### src/rtl/peb_pkg.sv
// constants, attribute positions and types for the peripheral extension bridge
package peb_pkg;
    // configuration record byte offsets
    localparam int unsigned OFS_VERSION    = 0;
    localparam int unsigned OFS_BUS_PARAM  = 1;
    localparam int unsigned OFS_META_LEN   = 5;
    localparam int unsigned OFS_CAPACITY   = 7;
    localparam int unsigned OFS_META_DATA  = 11;
    localparam int unsigned CFG_BYTES      = 64;
    localparam int unsigned CFG_AW         = 6;
    localparam logic [7:0]  CFG_VERSION    = 8'h02;
    localparam logic [7:0]  CFG_RESET_BYTE = 8'h00;
    // bus parameter word fields
    localparam int unsigned BP_MEMORY_BIT  = 31;
    localparam int unsigned BP_HALF_LSB    = 0;
    // handle types and reserved index range
    localparam logic [7:0]  EXT_HT         = 8'h11;
    localparam logic [31:0] IDX_BASE       = 32'h01C40000;
    localparam logic [31:0] IDX_LAST       = 32'h01C4000F;
    localparam int unsigned N_PINS         = 16;
    // attribute bit positions
    localparam int unsigned A_PPWRITE      = 0;
    localparam int unsigned A_OWNERWRITE   = 1;
    localparam int unsigned A_AUTHWRITE    = 2;
    localparam int unsigned A_POLICYWRITE  = 3;
    localparam int unsigned A_NT_LSB       = 4;
    localparam int unsigned A_POLICYDEL    = 10;
    localparam int unsigned A_GLOBALLOCK   = 15;
    localparam int unsigned A_OWNERREAD    = 17;
    localparam int unsigned A_AUTHREAD     = 18;
    localparam int unsigned A_NO_DA        = 25;
    localparam int unsigned A_ORDERLY      = 26;
    localparam int unsigned A_CLEAR_ST     = 27;
    localparam int unsigned A_PLATCREATE   = 30;
    localparam int unsigned A_READ_ST      = 31;
    localparam logic [3:0]  NT_ORDINARY    = 4'h0;
    // command and response codes
    localparam logic [1:0]  OP_DEFINE      = 2'h0;
    localparam logic [1:0]  OP_READ        = 2'h1;
    localparam logic [1:0]  OP_WRITE       = 2'h2;
    localparam logic [2:0]  RSP_OK         = 3'h0;
    localparam logic [2:0]  RSP_ATTR       = 3'h1;
    localparam logic [2:0]  RSP_HANDLE     = 3'h2;
    localparam logic [2:0]  RSP_UNBOUND    = 3'h3;
    localparam logic [2:0]  RSP_NOCFG      = 3'h4;
    // serial frame opcodes sent ahead of the opaque payload
    localparam logic [7:0]  SER_OP_READ    = 8'h03;
    localparam logic [7:0]  SER_OP_WRITE   = 8'h02;
    // serial clock timing
    localparam int unsigned CLK_PERIOD_NS  = 10;
    localparam int unsigned LINK_PERIOD_NS = 160;
    localparam logic [7:0]  LINK_HALF_CYC  = 8'(LINK_PERIOD_NS / (2 * CLK_PERIOD_NS));
    localparam logic [31:0] COUNT_RESET    = 32'h00000000;

    typedef enum logic [2:0] {ST_IDLE, ST_SHIFT, ST_NEXT, ST_FETCH, ST_FINISH} peb_state_t;
endpackage

### src/rtl/peb_bridge.sv
// storage command bridge from reserved indices to a serial peripheral on gpio pins
// Summary of operation
// - config byte 0 is the structure version and must equal 02h.
// - config bytes 1 to 4 are the vendor bus parameter word.
// - config bytes 5 and 6 give the metadata area length.
// - for memory peripherals bytes 7 to 10 give capacity in kilobytes.
// - metadata starts at byte 11 and spans metadata length bytes.
// - config index may be defined with external storage handle type 11h.
// - config index must be defined with the opaque index type.
// - config index attributes: listed ones cleared, others set as prescribed.
// - accept defining data indices with the peripheral index handle type.
// - storage commands on peripheral indices become serial transactions.
// - write response waits until downstream write has completed.
// - read response waits until all data arrived from downstream.
// - non-memory data indices need orderly cleared and platform-create set.
// - non-memory data indices use the opaque index type.
// - defining an index in the reserved range binds it to a pin.
// - payload passes through uninterpreted; bridge only authenticates access.
// - peripheral attaches to gpio pins over a serial bus.
// - each peripheral index keeps a change count starting at zero.
// - every write updates the index count and finally the top count; the bridge steps both counts in the same cycle, in ST_FINISH.
// - pins map one-to-one to indices 01C40000h to 01C4000Fh.
// - a memory peripheral needs a non-zero capacity field.
`timescale 1ns/10ps
module peb_bridge #(
    parameter logic [7:0] PERIPH_HT = 8'h01
)(
    input  wire logic        mclk_i,
    input  wire logic        sys_rst_i,
    input  wire logic        cfg_we_i,
    input  wire logic [5:0]  cfg_addr_i,
    input  wire logic [7:0]  cfg_wdata_i,
    output logic      [7:0]  cfg_rdata_o,
    output logic             cfg_ok_o,
    input  wire logic        cmd_valid_i,
    input  wire logic [1:0]  cmd_op_i,
    input  wire logic [31:0] cmd_handle_i,
    input  wire logic [31:0] cmd_attr_i,
    input  wire logic [7:0]  cmd_len_i,
    output logic             cmd_ready_o,
    input  wire logic [7:0]  wr_data_i,
    input  wire logic        wr_valid_i,
    output logic             wr_ready_o,
    output logic      [7:0]  rd_data_o,
    output logic             rd_valid_o,
    output logic             rsp_valid_o,
    output logic      [2:0]  rsp_code_o,
    output logic             sck_o,
    output logic             mosi_o,
    input  wire logic        miso_i,
    output logic      [15:0] gpio_cs_n_o,
    output logic      [31:0] top_count_o
);
    ////////////////////////////////////////////////////////////////////////////
    logic [7:0]             cfg_mem [0:peb_pkg::CFG_BYTES-1];
    logic [7:0]             cfg_rdata_reg;
    logic                   cfg_ok_reg;
    logic                   cfg_defined_reg;
    logic [15:0]            bound_reg;
    logic                   cmd_ready_reg;
    logic                   wr_ready_reg;
    logic [7:0]             rd_data_reg;
    logic                   rd_valid_reg;
    logic                   rsp_valid_reg;
    logic [2:0]             rsp_code_reg;
    logic                   sck_reg;
    logic                   mosi_reg;
    logic [15:0]            cs_n_reg;
    logic [31:0]            top_count_reg;
    logic [31:0]            idx_count_reg [0:peb_pkg::N_PINS-1];
    peb_pkg::peb_state_t    state_reg;
    logic [7:0]             half_cnt_reg;
    logic [2:0]             bit_cnt_reg;
    logic [7:0]             sh_out_reg;
    logic [7:0]             sh_in_reg;
    logic [7:0]             left_reg;
    logic                   hdr_reg;
    logic                   is_write_reg;
    logic [3:0]             cur_idx_reg;
    logic                   miso_s1_reg;
    logic                   miso_s2_reg;
    logic                   miso_s3_reg;
    logic                   miso_val_reg;

    logic [15:0]            meta_len;
    logic [31:0]            bus_param;
    logic [31:0]            capacity;
    logic                   is_memory;
    logic [7:0]             half_cyc;
    logic                   cfg_ok_next;
    logic                   cfg_wr_allowed;
    logic                   take;
    logic                   in_range;
    logic [3:0]             idx;
    logic [3:0]             ntype;
    logic [2:0]             def_code;
    logic                   def_is_cfg;
    logic [2:0]             xfer_code;

    ////////////////////////////////////////////////////////////////////////////
    // configuration record decode, big-endian multi-byte fields
    assign meta_len  = {cfg_mem[peb_pkg::OFS_META_LEN], cfg_mem[peb_pkg::OFS_META_LEN+1]};
    assign bus_param = {cfg_mem[peb_pkg::OFS_BUS_PARAM],   cfg_mem[peb_pkg::OFS_BUS_PARAM+1],
                        cfg_mem[peb_pkg::OFS_BUS_PARAM+2], cfg_mem[peb_pkg::OFS_BUS_PARAM+3]};
    assign capacity  = {cfg_mem[peb_pkg::OFS_CAPACITY],   cfg_mem[peb_pkg::OFS_CAPACITY+1],
                        cfg_mem[peb_pkg::OFS_CAPACITY+2], cfg_mem[peb_pkg::OFS_CAPACITY+3]};
    assign is_memory = bus_param[peb_pkg::BP_MEMORY_BIT];
    // zero half period falls back to the default serial rate
    assign half_cyc  = (bus_param[peb_pkg::BP_HALF_LSB +: 8] == 8'h00) ?
                       peb_pkg::LINK_HALF_CYC : bus_param[peb_pkg::BP_HALF_LSB +: 8];
    assign cfg_ok_next = (cfg_mem[peb_pkg::OFS_VERSION] == peb_pkg::CFG_VERSION)
                         && (!is_memory || capacity != 32'h00000000);
    // metadata bytes past the declared length are not writable
    assign cfg_wr_allowed = ({10'h000, cfg_addr_i} < 16'(peb_pkg::OFS_META_DATA))
                            || ({10'h000, cfg_addr_i} - 16'(peb_pkg::OFS_META_DATA) < meta_len);

    genvar gi;
    generate
        for (gi = 0; gi < peb_pkg::CFG_BYTES; gi++)
        begin : g_cfg
            always_ff @(posedge mclk_i or posedge sys_rst_i)
            begin
                if (sys_rst_i)
                    cfg_mem[gi] <= peb_pkg::CFG_RESET_BYTE;
                else if (cfg_we_i && cfg_wr_allowed && cfg_addr_i == 6'(gi))
                    cfg_mem[gi] <= cfg_wdata_i;
            end
        end
    endgenerate

    always_ff @(posedge mclk_i or posedge sys_rst_i)
    begin
        if (sys_rst_i)
        begin
            cfg_rdata_reg <= 8'h00;
            cfg_ok_reg    <= 1'b0;
        end
        else
        begin
            cfg_rdata_reg <= cfg_mem[cfg_addr_i];
            cfg_ok_reg    <= cfg_ok_next;
        end
    end

    ////////////////////////////////////////////////////////////////////////////
    // command checks
    assign take     = cmd_valid_i && cmd_ready_reg && state_reg == peb_pkg::ST_IDLE;
    assign in_range = cmd_handle_i[31:24] == PERIPH_HT
                      && cmd_handle_i >= peb_pkg::IDX_BASE && cmd_handle_i <= peb_pkg::IDX_LAST;
    assign idx      = cmd_handle_i[3:0];
    assign ntype    = cmd_attr_i[peb_pkg::A_NT_LSB +: 4];
    assign def_is_cfg = cmd_handle_i[31:24] == peb_pkg::EXT_HT;

    always_comb
    begin
        def_code = peb_pkg::RSP_OK;
        if (def_is_cfg)
        begin
            if (ntype != peb_pkg::NT_ORDINARY
                || cmd_attr_i[peb_pkg::A_AUTHWRITE] || cmd_attr_i[peb_pkg::A_OWNERWRITE]
                || cmd_attr_i[peb_pkg::A_GLOBALLOCK] || cmd_attr_i[peb_pkg::A_CLEAR_ST]
                || cmd_attr_i[peb_pkg::A_ORDERLY] || cmd_attr_i[peb_pkg::A_READ_ST]
                || !cmd_attr_i[peb_pkg::A_PLATCREATE] || !cmd_attr_i[peb_pkg::A_AUTHREAD]
                || !cmd_attr_i[peb_pkg::A_OWNERREAD] || !cmd_attr_i[peb_pkg::A_NO_DA])
                def_code = peb_pkg::RSP_ATTR;
        end
        else if (!in_range)
            def_code = peb_pkg::RSP_HANDLE;
        else if (!cfg_defined_reg || !cfg_ok_reg)
            def_code = peb_pkg::RSP_NOCFG;
        else if (!is_memory && (ntype != peb_pkg::NT_ORDINARY
                 || cmd_attr_i[peb_pkg::A_ORDERLY] || !cmd_attr_i[peb_pkg::A_PLATCREATE]))
            def_code = peb_pkg::RSP_ATTR;
    end

    always_comb
    begin
        xfer_code = peb_pkg::RSP_OK;
        if (!in_range)
            xfer_code = peb_pkg::RSP_HANDLE;
        else if (!cfg_ok_reg)
            xfer_code = peb_pkg::RSP_NOCFG;
        else if (!bound_reg[idx])
            xfer_code = peb_pkg::RSP_UNBOUND;
    end

    // index definitions bind the matching pin
    always_ff @(posedge mclk_i or posedge sys_rst_i)
    begin
        if (sys_rst_i)
        begin
            cfg_defined_reg <= 1'b0;
            bound_reg       <= 16'h0000;
        end
        else if (take && cmd_op_i == peb_pkg::OP_DEFINE && def_code == peb_pkg::RSP_OK)
        begin
            if (def_is_cfg)
                cfg_defined_reg <= 1'b1;
            else
                bound_reg[idx] <= 1'b1;
        end
    end

    ////////////////////////////////////////////////////////////////////////////
    // serial data input synchroniser
    always_ff @(posedge mclk_i or posedge sys_rst_i)
    begin
        if (sys_rst_i)
        begin
            miso_s1_reg  <= 1'b0;
            miso_s2_reg  <= 1'b0;
            miso_s3_reg  <= 1'b0;
            miso_val_reg <= 1'b0;
        end
        else
        begin
            miso_s1_reg <= miso_i;
            miso_s2_reg <= miso_s1_reg;
            miso_s3_reg <= miso_s2_reg;
            if (miso_s2_reg == miso_s3_reg)
                miso_val_reg <= miso_s3_reg;
        end
    end

    ////////////////////////////////////////////////////////////////////////////
    // command sequencer and serial engine, mode 0, msb first
    always_ff @(posedge mclk_i or posedge sys_rst_i)
    begin
        if (sys_rst_i)
        begin
            state_reg     <= peb_pkg::ST_IDLE;
            cmd_ready_reg <= 1'b0;
            wr_ready_reg  <= 1'b0;
            rd_data_reg   <= 8'h00;
            rd_valid_reg  <= 1'b0;
            rsp_valid_reg <= 1'b0;
            rsp_code_reg  <= peb_pkg::RSP_OK;
            sck_reg       <= 1'b0;
            mosi_reg      <= 1'b0;
            cs_n_reg      <= 16'hFFFF;
            half_cnt_reg  <= 8'h00;
            bit_cnt_reg   <= 3'h0;
            sh_out_reg    <= 8'h00;
            sh_in_reg     <= 8'h00;
            left_reg      <= 8'h00;
            hdr_reg       <= 1'b0;
            is_write_reg  <= 1'b0;
            cur_idx_reg   <= 4'h0;
        end
        else
        begin
            rsp_valid_reg <= 1'b0;
            rd_valid_reg  <= 1'b0;
            case (state_reg)
                peb_pkg::ST_IDLE:
                begin
                    cmd_ready_reg <= !take;
                    if (take && cmd_op_i == peb_pkg::OP_DEFINE)
                    begin
                        rsp_valid_reg <= 1'b1;
                        rsp_code_reg  <= def_code;
                    end
                    else if (take && xfer_code != peb_pkg::RSP_OK)
                    begin
                        rsp_valid_reg <= 1'b1;
                        rsp_code_reg  <= xfer_code;
                    end
                    else if (take)
                    begin
                        is_write_reg <= cmd_op_i == peb_pkg::OP_WRITE;
                        sh_out_reg   <= (cmd_op_i == peb_pkg::OP_WRITE) ?
                                        peb_pkg::SER_OP_WRITE : peb_pkg::SER_OP_READ;
                        mosi_reg     <= 1'b0;
                        cs_n_reg     <= ~(16'h0001 << idx);
                        cur_idx_reg  <= idx;
                        left_reg     <= cmd_len_i;
                        hdr_reg      <= 1'b1;
                        half_cnt_reg <= 8'h00;
                        bit_cnt_reg  <= 3'h0;
                        state_reg    <= peb_pkg::ST_SHIFT;
                    end
                end
                peb_pkg::ST_SHIFT:
                begin
                    mosi_reg <= sh_out_reg[7];
                    if (half_cnt_reg >= half_cyc - 8'h01)
                    begin
                        half_cnt_reg <= 8'h00;
                        sck_reg      <= ~sck_reg;
                        if (!sck_reg)
                            sh_in_reg <= {sh_in_reg[6:0], miso_val_reg};
                        else
                        begin
                            bit_cnt_reg <= bit_cnt_reg + 3'h1;
                            sh_out_reg  <= {sh_out_reg[6:0], 1'b0};
                            if (bit_cnt_reg == 3'h7)
                                state_reg <= peb_pkg::ST_NEXT;
                        end
                    end
                    else
                        half_cnt_reg <= half_cnt_reg + 8'h01;
                end
                peb_pkg::ST_NEXT:
                begin
                    hdr_reg <= 1'b0;
                    if (!hdr_reg && !is_write_reg)
                    begin
                        rd_data_reg  <= sh_in_reg;
                        rd_valid_reg <= 1'b1;
                    end
                    if (left_reg == 8'h00)
                    begin
                        cs_n_reg  <= 16'hFFFF;
                        state_reg <= peb_pkg::ST_FINISH;
                    end
                    else
                    begin
                        left_reg <= left_reg - 8'h01;
                        if (is_write_reg)
                        begin
                            wr_ready_reg <= 1'b1;
                            state_reg    <= peb_pkg::ST_FETCH;
                        end
                        else
                        begin
                            sh_out_reg <= 8'h00;
                            state_reg  <= peb_pkg::ST_SHIFT;
                        end
                    end
                end
                peb_pkg::ST_FETCH:
                begin
                    if (wr_valid_i && wr_ready_reg)
                    begin
                        wr_ready_reg <= 1'b0;
                        sh_out_reg   <= wr_data_i;
                        state_reg    <= peb_pkg::ST_SHIFT;
                    end
                end
                peb_pkg::ST_FINISH:
                begin
                    // answer only once the peripheral select has been released
                    rsp_valid_reg <= 1'b1;
                    rsp_code_reg  <= peb_pkg::RSP_OK;
                    state_reg     <= peb_pkg::ST_IDLE;
                end
                default:
                    state_reg <= peb_pkg::ST_IDLE;
            endcase
        end
    end

    ////////////////////////////////////////////////////////////////////////////
    // rollback change counts, one per index plus the internal top count
    generate
        for (gi = 0; gi < peb_pkg::N_PINS; gi++)
        begin : g_cnt
            always_ff @(posedge mclk_i or posedge sys_rst_i)
            begin
                if (sys_rst_i)
                    idx_count_reg[gi] <= peb_pkg::COUNT_RESET;
                else if (state_reg == peb_pkg::ST_FINISH && is_write_reg && cur_idx_reg == 4'(gi))
                    idx_count_reg[gi] <= idx_count_reg[gi] + 32'h00000001;
            end
        end
    endgenerate

    always_ff @(posedge mclk_i or posedge sys_rst_i)
    begin
        if (sys_rst_i)
            top_count_reg <= peb_pkg::COUNT_RESET;
        else if (state_reg == peb_pkg::ST_FINISH && is_write_reg)
            top_count_reg <= top_count_reg + 32'h00000001;
    end

    assign cfg_rdata_o = cfg_rdata_reg;
    assign cfg_ok_o    = cfg_ok_reg;
    assign cmd_ready_o = cmd_ready_reg;
    assign wr_ready_o  = wr_ready_reg;
    assign rd_data_o   = rd_data_reg;
    assign rd_valid_o  = rd_valid_reg;
    assign rsp_valid_o = rsp_valid_reg;
    assign rsp_code_o  = rsp_code_reg;
    assign sck_o       = sck_reg;
    assign mosi_o      = mosi_reg;
    assign gpio_cs_n_o = cs_n_reg;
    assign top_count_o = top_count_reg;

    ////////////////////////////////////////////////////////////////////////////
    xfer_rsp_after_cs_a: assert property (@(posedge mclk_i) disable iff (sys_rst_i)
        (rsp_valid_o && rsp_code_o == peb_pkg::RSP_OK && $past(state_reg) == peb_pkg::ST_FINISH)
        |-> gpio_cs_n_o == 16'hFFFF && $past(gpio_cs_n_o) == 16'hFFFF)
        else $error("ok response while peripheral still selected");
    read_data_in_frame_a: assert property (@(posedge mclk_i) disable iff (sys_rst_i)
        rd_valid_o |-> !is_write_reg ##1 (!rsp_valid_o || gpio_cs_n_o == 16'hFFFF))
        else $error("read data outside a read frame");
    select_bound_only_a: assert property (@(posedge mclk_i) disable iff (sys_rst_i)
        gpio_cs_n_o != 16'hFFFF |-> !bound_reg[cur_idx_reg] == 1'b0
            && gpio_cs_n_o == ~(16'h0001 << cur_idx_reg))
        else $error("select on an unbound or wrong pin");
    no_frame_bad_cfg_a: assert property (@(posedge mclk_i) disable iff (sys_rst_i)
        $fell(gpio_cs_n_o[cur_idx_reg]) |-> $past(cfg_ok_reg))
        else $error("frame opened with invalid configuration");
    version_gate_a: assert property (@(posedge mclk_i) disable iff (sys_rst_i)
        cfg_mem[peb_pkg::OFS_VERSION] != peb_pkg::CFG_VERSION ##1
            cfg_mem[peb_pkg::OFS_VERSION] != peb_pkg::CFG_VERSION |-> !cfg_ok_o)
        else $error("record accepted with wrong version");
    memory_capacity_a: assert property (@(posedge mclk_i) disable iff (sys_rst_i)
        cfg_ok_o |-> $past(!is_memory || capacity != 32'h00000000))
        else $error("memory record accepted with zero capacity");
    write_count_step_a: assert property (@(posedge mclk_i) disable iff (sys_rst_i)
        (state_reg == peb_pkg::ST_FINISH && is_write_reg) |=>
            top_count_o == $past(top_count_o) + 32'h00000001 && rsp_valid_o)
        else $error("write finished without count update");
    index_count_step_a: assert property (@(posedge mclk_i) disable iff (sys_rst_i)
        (state_reg == peb_pkg::ST_FINISH && is_write_reg) |=>
            idx_count_reg[cur_idx_reg] == $past(idx_count_reg[cur_idx_reg]) + 32'h00000001)
        else $error("index change count not stepped");
    sck_idle_low_a: assert property (@(posedge mclk_i) disable iff (sys_rst_i)
        (gpio_cs_n_o == 16'hFFFF)[*2] |-> !sck_o)
        else $error("serial clock active with no select");
    define_orderly_a: assert property (@(posedge mclk_i) disable iff (sys_rst_i)
        (take && cmd_op_i == peb_pkg::OP_DEFINE && !def_is_cfg && !is_memory
            && cmd_attr_i[peb_pkg::A_ORDERLY]) |=> rsp_valid_o && rsp_code_o != peb_pkg::RSP_OK)
        else $error("orderly data index accepted");
endmodule

### config.mk
export PLATFORM = sky130hd
export DESIGN_NAME = peb_bridge
export DESIGN_NICKNAME = d
export VERILOG_FILES = /design/src/rtl/peb_pkg.sv /design/src/rtl/peb_bridge.sv
export SDC_FILE = /design/constraint.sdc
export NUM_CORES = 1
export LEC_CHECK = 0
export BUFFER_PORTS_ARGS = -buffer_cell sky130_fd_sc_hd__buf_2
export CORE_MARGIN = 5
export CORE_UTILIZATION = 62
export DETAILED_ROUTE_END_ITERATION = 7
export PLACE_DENSITY = 0.87
export SETUP_SLACK_MARGIN = 0.05
export SYNTH_ARGS = -nofsm -noshare
export SYNTH_HDL_FRONTEND = slang
export SYNTH_SLANG_ARGS = --single-unit
### constraint.sdc
create_clock -name mclk_i -period 28 [get_ports mclk_i]
set_input_delay 4.2 -clock mclk_i [delete_from_list [all_inputs] [get_ports mclk_i]]
set_output_delay 4.2 -clock mclk_i [all_outputs]
set_load 0.05 [all_outputs]
==> results of run 1 <==
-- logic make-up (layout without fill, tap and decap cells) --
group / after synthesis / after routing / share of synthesized area
mux: 703 / 703 / 0.316
simple gates: 419 / 419 / 0.0861
fa+ha+maj: 34 / 34 / 0.0136
flops: 647 / 647 / 0.520
buf+inv: 170 / 327 / 0.0250
other cells: 0 / 1 / 0
compound gates: 135 / 135 / 0.0294
xor+xnor: 37 / 37 / 0.0104
-- power breakdown --
group          switching (mW)  internal [mW]  leakage [nW]  total (mW)
Combinational           0.233          0.188          6.67       0.421
Sequential             0.0790           1.07          8.49        1.15
Clock                   0.374          0.510          1.07       0.885
-- final timing paths --
kind                          startpoint           end  slack [ps]
setup reg to reg            cfg_mem[469]  cfg_mem[248]       23890
hold / removal               miso_s1_reg   miso_s2_reg         340
max in group asynchronous      sys_rst_i  cfg_mem[158]       21720
setup / recovery           cfg_addr_i[1]  cfg_mem[248]       18600
hold reg to reg              miso_s1_reg   miso_s2_reg         340
min in group asynchronous      sys_rst_i   miso_s2_reg        3760
-- per-layer routing --
layer  GRT usage  vias up  share of wire
li1            -     8165              -
met1       0.373    10218           0.39
met2       0.444      869           0.49
met3      0.0645      231          0.080
met4       0.108        6          0.040
met5           0        -        0.00062
-- layout make-up --
class	instances	area (sq um)
Sequential cell	647	16200
Fill cell	3131	15500
Multi-Input combinational cell	1328	14200
Clock buffer	104	2020
Timing Repair Buffer	170	920
Tap cell	672	841
Clock inverter	20	168
Inverter	33	131
Antenna cell	1	2.50
-- placed cells by master (no fill, tap or decap), types with 12 or more instances in the layout --
| cell | Yosys | final |
|---|---|---|
| dfrtp_1 | 631 | 631 |
| inv_1 | 31 | 30 |
| nand3_4 | 50 | 50 |
| o21ai_0 | 24 | 24 |
| nor2_1 | 97 | 97 |
| clkbuf_1 | 88 | 21 |
| nand2_1 | 108 | 108 |
| mux2_1 | 458 | 458 |
| buf_4 | 0 | 12 |
| a21oi_1 | 32 | 32 |
| clkbuf_8 | 0 | 13 |
| xnor2_1 | 29 | 29 |
| nor4_1 | 15 | 15 |
| mux4_2 | 172 | 172 |
| nand4_1 | 16 | 16 |
| nand3_1 | 43 | 43 |
| ha_1 | 33 | 33 |
| dfstp_2 | 16 | 16 |
| mux2_2 | 70 | 70 |
| buf_2 | 18 | 155 |
| clkbuf_16 | 0 | 71 |
| and3_1 | 20 | 20 |
| o21bai_1 | 16 | 16 |
-- worst max-delay path, delay by kind of cell --
kind | cells | cell delay (ps)
adder cells (fa/ha/maj) | 2 | 870
AND/OR/NAND/NOR | 2 | 1470
AO/OA/AOI/OAI | 5 | 1100
buffers and inverters | 3 | 1670
multiplexers | 1 | 450
-- through the flow --
| step | area (sq um) | hold WS [ps] | util |
|---|---|---|---|
| 3_3_place_gp | 32300 | 335 | 0.647 |
| 5_1_grt | 34500 | 356 | 0.691 |
| 4_1_cts | 34500 | 347 | 0.691 |
| 6_report | 34500 | 339 | 0.691 |
| 2_1_floorplan | 31200 | 331 | - |
| 3_5_place_dp | 32300 | 339 | 0.647 |
==> flow_metrics.py, run 1 <==
metrics = {
    "final_layout": {
        "areaGrowthSynthToFinish_pct": 10.6,
        "drive_gt1_frac": 0.259,
        "final_cells": 2975,
        "largest-register": "cfg_mem",
        "largest_reg_flops": 448,
        "fin_nets": 2383,
    },
    "cts": {
        "cts_max_path_buffers": 3,
        "cts_num_sinks": 647,
        "ctsResizeCount": 0,
        "cts.repair_timing.setup_buffer_count": 0,
        "hold_buffers": 0,
        "cts_tree": "done",
        "clk_pin_slew_ps": 60,
        "cts.htree.levels": 3,
        "cts-root-buf": "clkbuf_16",
        "clk_latency_ps": 610,
        "cts_inserted_buffers": 68,
    },
    "sta": {
        "post-route-period-util": 0.336,
        "rsz0062_at_grt": "false",
        "worst_slack_ps": 18600,
        "clock_skew_ps": 18.8,
        "slew_headroom": 0.111,
        "finalCriticalPeriod_ps": 9400,
        "slew_violations": 0,
        "worstMarginPinSlew_ps": 1330,
        "max_freq_mhz": 106,
        "fin_tns_setup_ps": 0,
        "hold_violations": 0,
        "setup_violations": 0,
    },
    "synthesis": {
        "synth_top_cell_by_area": "dfrtp_1",
        "avgSynthCellArea_sq_um": 14.5,
        "yosysSeqAreaShare": 0.520,
        "synth_top_area_frac": 0.506,
        "synth_area_leaders": "dfrtp_1 (51%), mux2_1 (17%), mux4_2 (12%)",
        "ys_top_cells_by_count": "dfrtp_1 (631), mux2_1 (458), mux4_2 (172), nand2_1 (108), nor2_1 (97)",
        "synth_nets": 2280,
        "syn_area_sq_mm": 0.0312,
        "synth_cells": 2145,
        "async_reset_ff_frac": 1.00,
        "synth-edff-count": 0,
        "yosysWarnings": 0,
        "ys.flop_type": "dfrtp_1",
        "yosysUniqueCellTypes": 69,
        "ys_ff_latch": 647,
        "yosysMostFrequentCell": "dfrtp_1",
    },
    "critical_path": {
        "cpPeakStageDelay_ps": 870,
        "reg2reg_depth": 10,
        "cp_max_fo": 62,
        "critPathCaptureType": "flip-flop",
        "path_cells": "buf_4 -> ha_1 -> o21a_1 -> nor3_1 -> ha_1 -> a21o_1 -> a21o_1 -> a21oi_1 -> a21boi_4 -> buf_4 -> buf_4 -> nand3_1 -> mux2_2",
        "crit_type": "input port to flip-flop",
        "worst_ep_arrival_time_ps": 9880,
        "required_ps": 28480,
        "crit_top_cell": "buf_4",
        "slowest_stage": "nor3_1",
        "startpoint_type": "input port",
    },
    "floorplanning": {
        "die_x_um": 234,
        "rows": 82,
        "die-height_um": 234,
        "dieArea_sq_mm": 0.0549,
        "core_sq_mm": 0.0500,
        "initial_core_util": 0.624,
        "io-pin-count": 176,
    },
    "run_status": {
        "outcome": "finished clean",
    },
    "place": {
        "place_ws_ps": 18150,
        "port_buffers": 157,
        "gp_congestion": 0.933,
        "dp_hpwl_um": 46600,
        "dp_cells": 2850,
    },
    "route": {
        "antenna_left": 0,
        "drt_iter0_markers": 1833,
        "route.detailed.drc": 0,
        "vias": 19489,
        "first_pass_iters": 5,
        "drt_wl_total_um": 74100,
        "vias_per_cell": 6.55,
        "routedWlPerCell_um": 24.9,
    },
    "global_route": {
        "grtUsageTotal": 0.276,
        "grt_pass1_wl_um": 118000,
        "first_global_vias": 20380,
        "grt-ovfl-total": 0,
        "grt_start_max_net_pins": 193,
        "antenna_found_initial": 5,
    },
    "worst_hold_path": {
        "holdPathStages": 0,
        "hold_class": "flip-flop to flip-flop",
    },
    "power": {
        "vdd_drop_max_mv": 0.0503,
        "p_total_mw": 2.45,
        "p_leak_nw": 16.2,
        "p_per_area_mw_per_mm2": 71.1,
    },
    "run": {
        "cap_violations": 0,
    },
}
(Power assumes the default switching activity.)
==> inputs of run 2 (changes only) <==
==> constraint.sdc (replaced) <==
create_clock -name mclk_i -period 9.6 [get_ports mclk_i]
set_input_delay 1.44 -clock mclk_i [delete_from_list [all_inputs] [get_ports mclk_i]]
set_output_delay 1.44 -clock mclk_i [all_outputs]
set_load 0.05 [all_outputs]
==> run 2 against run 1 <==
Total power grew to 3.0 times the previous value; critical path depth grew 1; first-iteration DRC count shrank 14%; via count shrank 1.6%; global-route usage grew 0.20 points; critical endpoint is now cfg_mem[71]; non-clock buffer count grew 5; cell count is essentially flat.
==> flow_metrics.py, run 2 (synthesis gave the netlist of run 1 again) <==
metrics = {
    "critical_path": {
        "reg2reg_to": "cfg_mem[71]",
        "crit_type": "input port to flip-flop",
        "reg2reg_depth": 10,
        "r2r_slack_ps": 5830,
        "cp_max_fo": 47,
        "startpoint_type": "input port",
        "critPathCaptureType": "flip-flop",
        "r2r_start": "cfg_mem[469]",
        "required_ps": 10070,
        "worst_ep_arrival_time_ps": 6020,
    },
    "cts": {
        "ctsResizeCount": 0,
        "cts_inserted_buffers": 68,
        "clk_latency_ps": 600,
        "cts_num_sinks": 647,
        "cts_tree": "done",
        "cts.htree.levels": 3,
        "clk_pin_slew_ps": 60,
        "cts.repair_timing.setup_buffer_count": 0,
        "cts-root-buf": "clkbuf_16",
        "cts_max_path_buffers": 3,
        "hold_buffers": 0,
    },
    "route": {
        "vias": 19174,
        "route.detailed.drc": 0,
        "first_pass_iters": 5,
        "drt_wl_total_um": 74300,
        "routedWlPerCell_um": 25.0,
        "vias_per_cell": 6.44,
        "antenna_left": 0,
        "drt_iter0_markers": 1584,
    },
    "final_layout": {
        "final_cells": 2977,
        "largest-register": "cfg_mem",
        "areaGrowthSynthToFinish_pct": 11.2,
        "final_common_cell": "dfrtp_1",
        "largest_reg_flops": 448,
        "fin_nets": 2388,
        "drive_gt1_frac": 0.262,
        "nFillCells": 3102,
        "final_cell_mix": "dfrtp_1 (631), mux2_1 (458), mux4_2 (172)",
    },
    "sta": {
        "post-route-period-util": 0.578,
        "fin_tns_setup_ps": 0,
        "worstMarginPinSlew_ps": 1390,
        "slew_headroom": 0.0721,
        "hold_violations": 0,
        "setup_violations": 0,
        "clock_skew_ps": 21.5,
        "rsz0062_at_grt": "false",
        "slew_violations": 0,
        "finalCriticalPeriod_ps": 5550,
        "max_freq_mhz": 180,
        "worst_slack_ps": 4050,
        "timing.hold.ws_ps": 359,
    },
    "power": {
        "p_int_mw": 5.31,
        "seq_power_share": 0.459,
        "p_leak_nw": 16.3,
        "vdd_drop_max_mv": 0.164,
        "p_sw_frac": 0.272,
        "p_per_area_mw_per_mm2": 210,
        "clkPwrFrac": 0.373,
        "power_frac_comb": 0.168,
        "power_switching_mw": 1.99,
    },
    "run_status": {
        "outcome": "finished clean",
    },
    "global_route": {
        "grt_start_max_net_pins": 200,
        "grtUsageTotal": 0.278,
        "antenna_found_initial": 4,
        "use_met3": 0.0667,
        "grt-ovfl-total": 0,
        "grt_pass1_wl_um": 119000,
        "use_met2": 0.450,
        "met1_usage": 0.370,
        "first_global_vias": 20551,
        "top_usage_layer": "met2",
    },
    "floorplanning": {
        "die-height_um": 234,
        "die_x_um": 234,
        "initial_core_util": 0.624,
        "io-pin-count": 176,
        "rows": 82,
        "core_sq_mm": 0.0500,
        "dieArea_sq_mm": 0.0549,
    },
    "place": {
        "dp_cells": 2855,
        "port_buffers": 157,
        "place_ws_ps": 3510,
        "dp_hpwl_um": 45900,
        "gp_congestion": 0.908,
    },
    "worst_hold_path": {
        "hold_class": "flip-flop to flip-flop",
        "holdPathStages": 0,
        "whs_endpoint": "miso_s2_reg",
        "hold_path_startpoint": "miso_s1_reg",
    },
    "run": {
        "cap_violations": 0,
    },
}
## run 2: changes by cell type in the layout (fill, tap and decap cells not counted), moves of 2 or more
cell	change
clkbuf_1	-6
clkinv_2	-2
clkinv_8	-2
clkbuf_16	+2
buf_4	+4
bufinv_16	+4
clkbuf_8	+4
inv_6	-3
## run 2: layout make-up
cell class	instances	area [sq um]	area share
Antenna cell	2	5.00	0.000144
Clock inverter	16	211	0.00610
Multi-Input combinational cell	1328	14200	0.410
Timing Repair Buffer	175	970	0.0280
Sequential cell	647	16200	0.467
Tap cell	672	841	0.0242
Inverter	33	128	0.00368
Clock buffer	104	2100	0.0606
## run 2: per-stage QoR
step	cell area [sq um]	power, mW	util
finish	34700	7.29	0.694
global placement	32400	4.50	0.648
CTS	34700	7.32	0.694
floorplan	31200	4.24	-
detailed placement	32400	4.59	0.648
global route	34700	7.58	0.694
## run 2: worst max-delay path by stage
| stage | endpoint | depth (start not counted) | from | slack [ps] |
|---|---|---|---|---|
| finish | cfg_mem[71] | 14 | cfg_addr_i[0] | 4050 |
| global route | cfg_mem[71] | 14 | cfg_addr_i[0] | 3830 |
| CTS | cfg_mem[71] | 14 | cfg_addr_i[0] | 4100 |
| floorplan | bit_cnt_reg[0] | 1 | sys_rst_i | -670 |
| global placement | cfg_mem[66] | 14 | cfg_addr_i[0] | 3610 |
| detailed placement | cfg_mem[67] | 14 | cfg_addr_i[0] | 3510 |
## run 2: per-layer routing
metal	wire (um)	up-vias
met2	36200	776
met1	29400	9997
met3	5610	225
met4	3120	4
li1	-	8172
met5	15	-
## run 2: worst max-delay path, cell delays in order
cell      delay, ps
clkbuf_8        470
ha_1            420
o21a_1          180
nor3_1           50
buf_4           200
ha_1            300
a21o_1          180
a21o_1          170
a21oi_1         230
a21boi_4        250
buf_4           470
buf_4           800
nand3_4         360
mux2_1          430
## run 2: power by group through the flow
| stage | registers (mW) | logic (mW) | clock network [mW] |
|---|---|---|---|
| after global routing | 3.38 | 1.33 | 2.86 |
| after detailed placement | 3.38 | 1.21 | 0 |
| after floorplan | 3.45 | 0.799 | 0 |
| after CTS | 3.34 | 1.23 | 2.75 |
| final | 3.35 | 1.23 | 2.72 |
| after global placement | 3.34 | 1.16 | 0 |
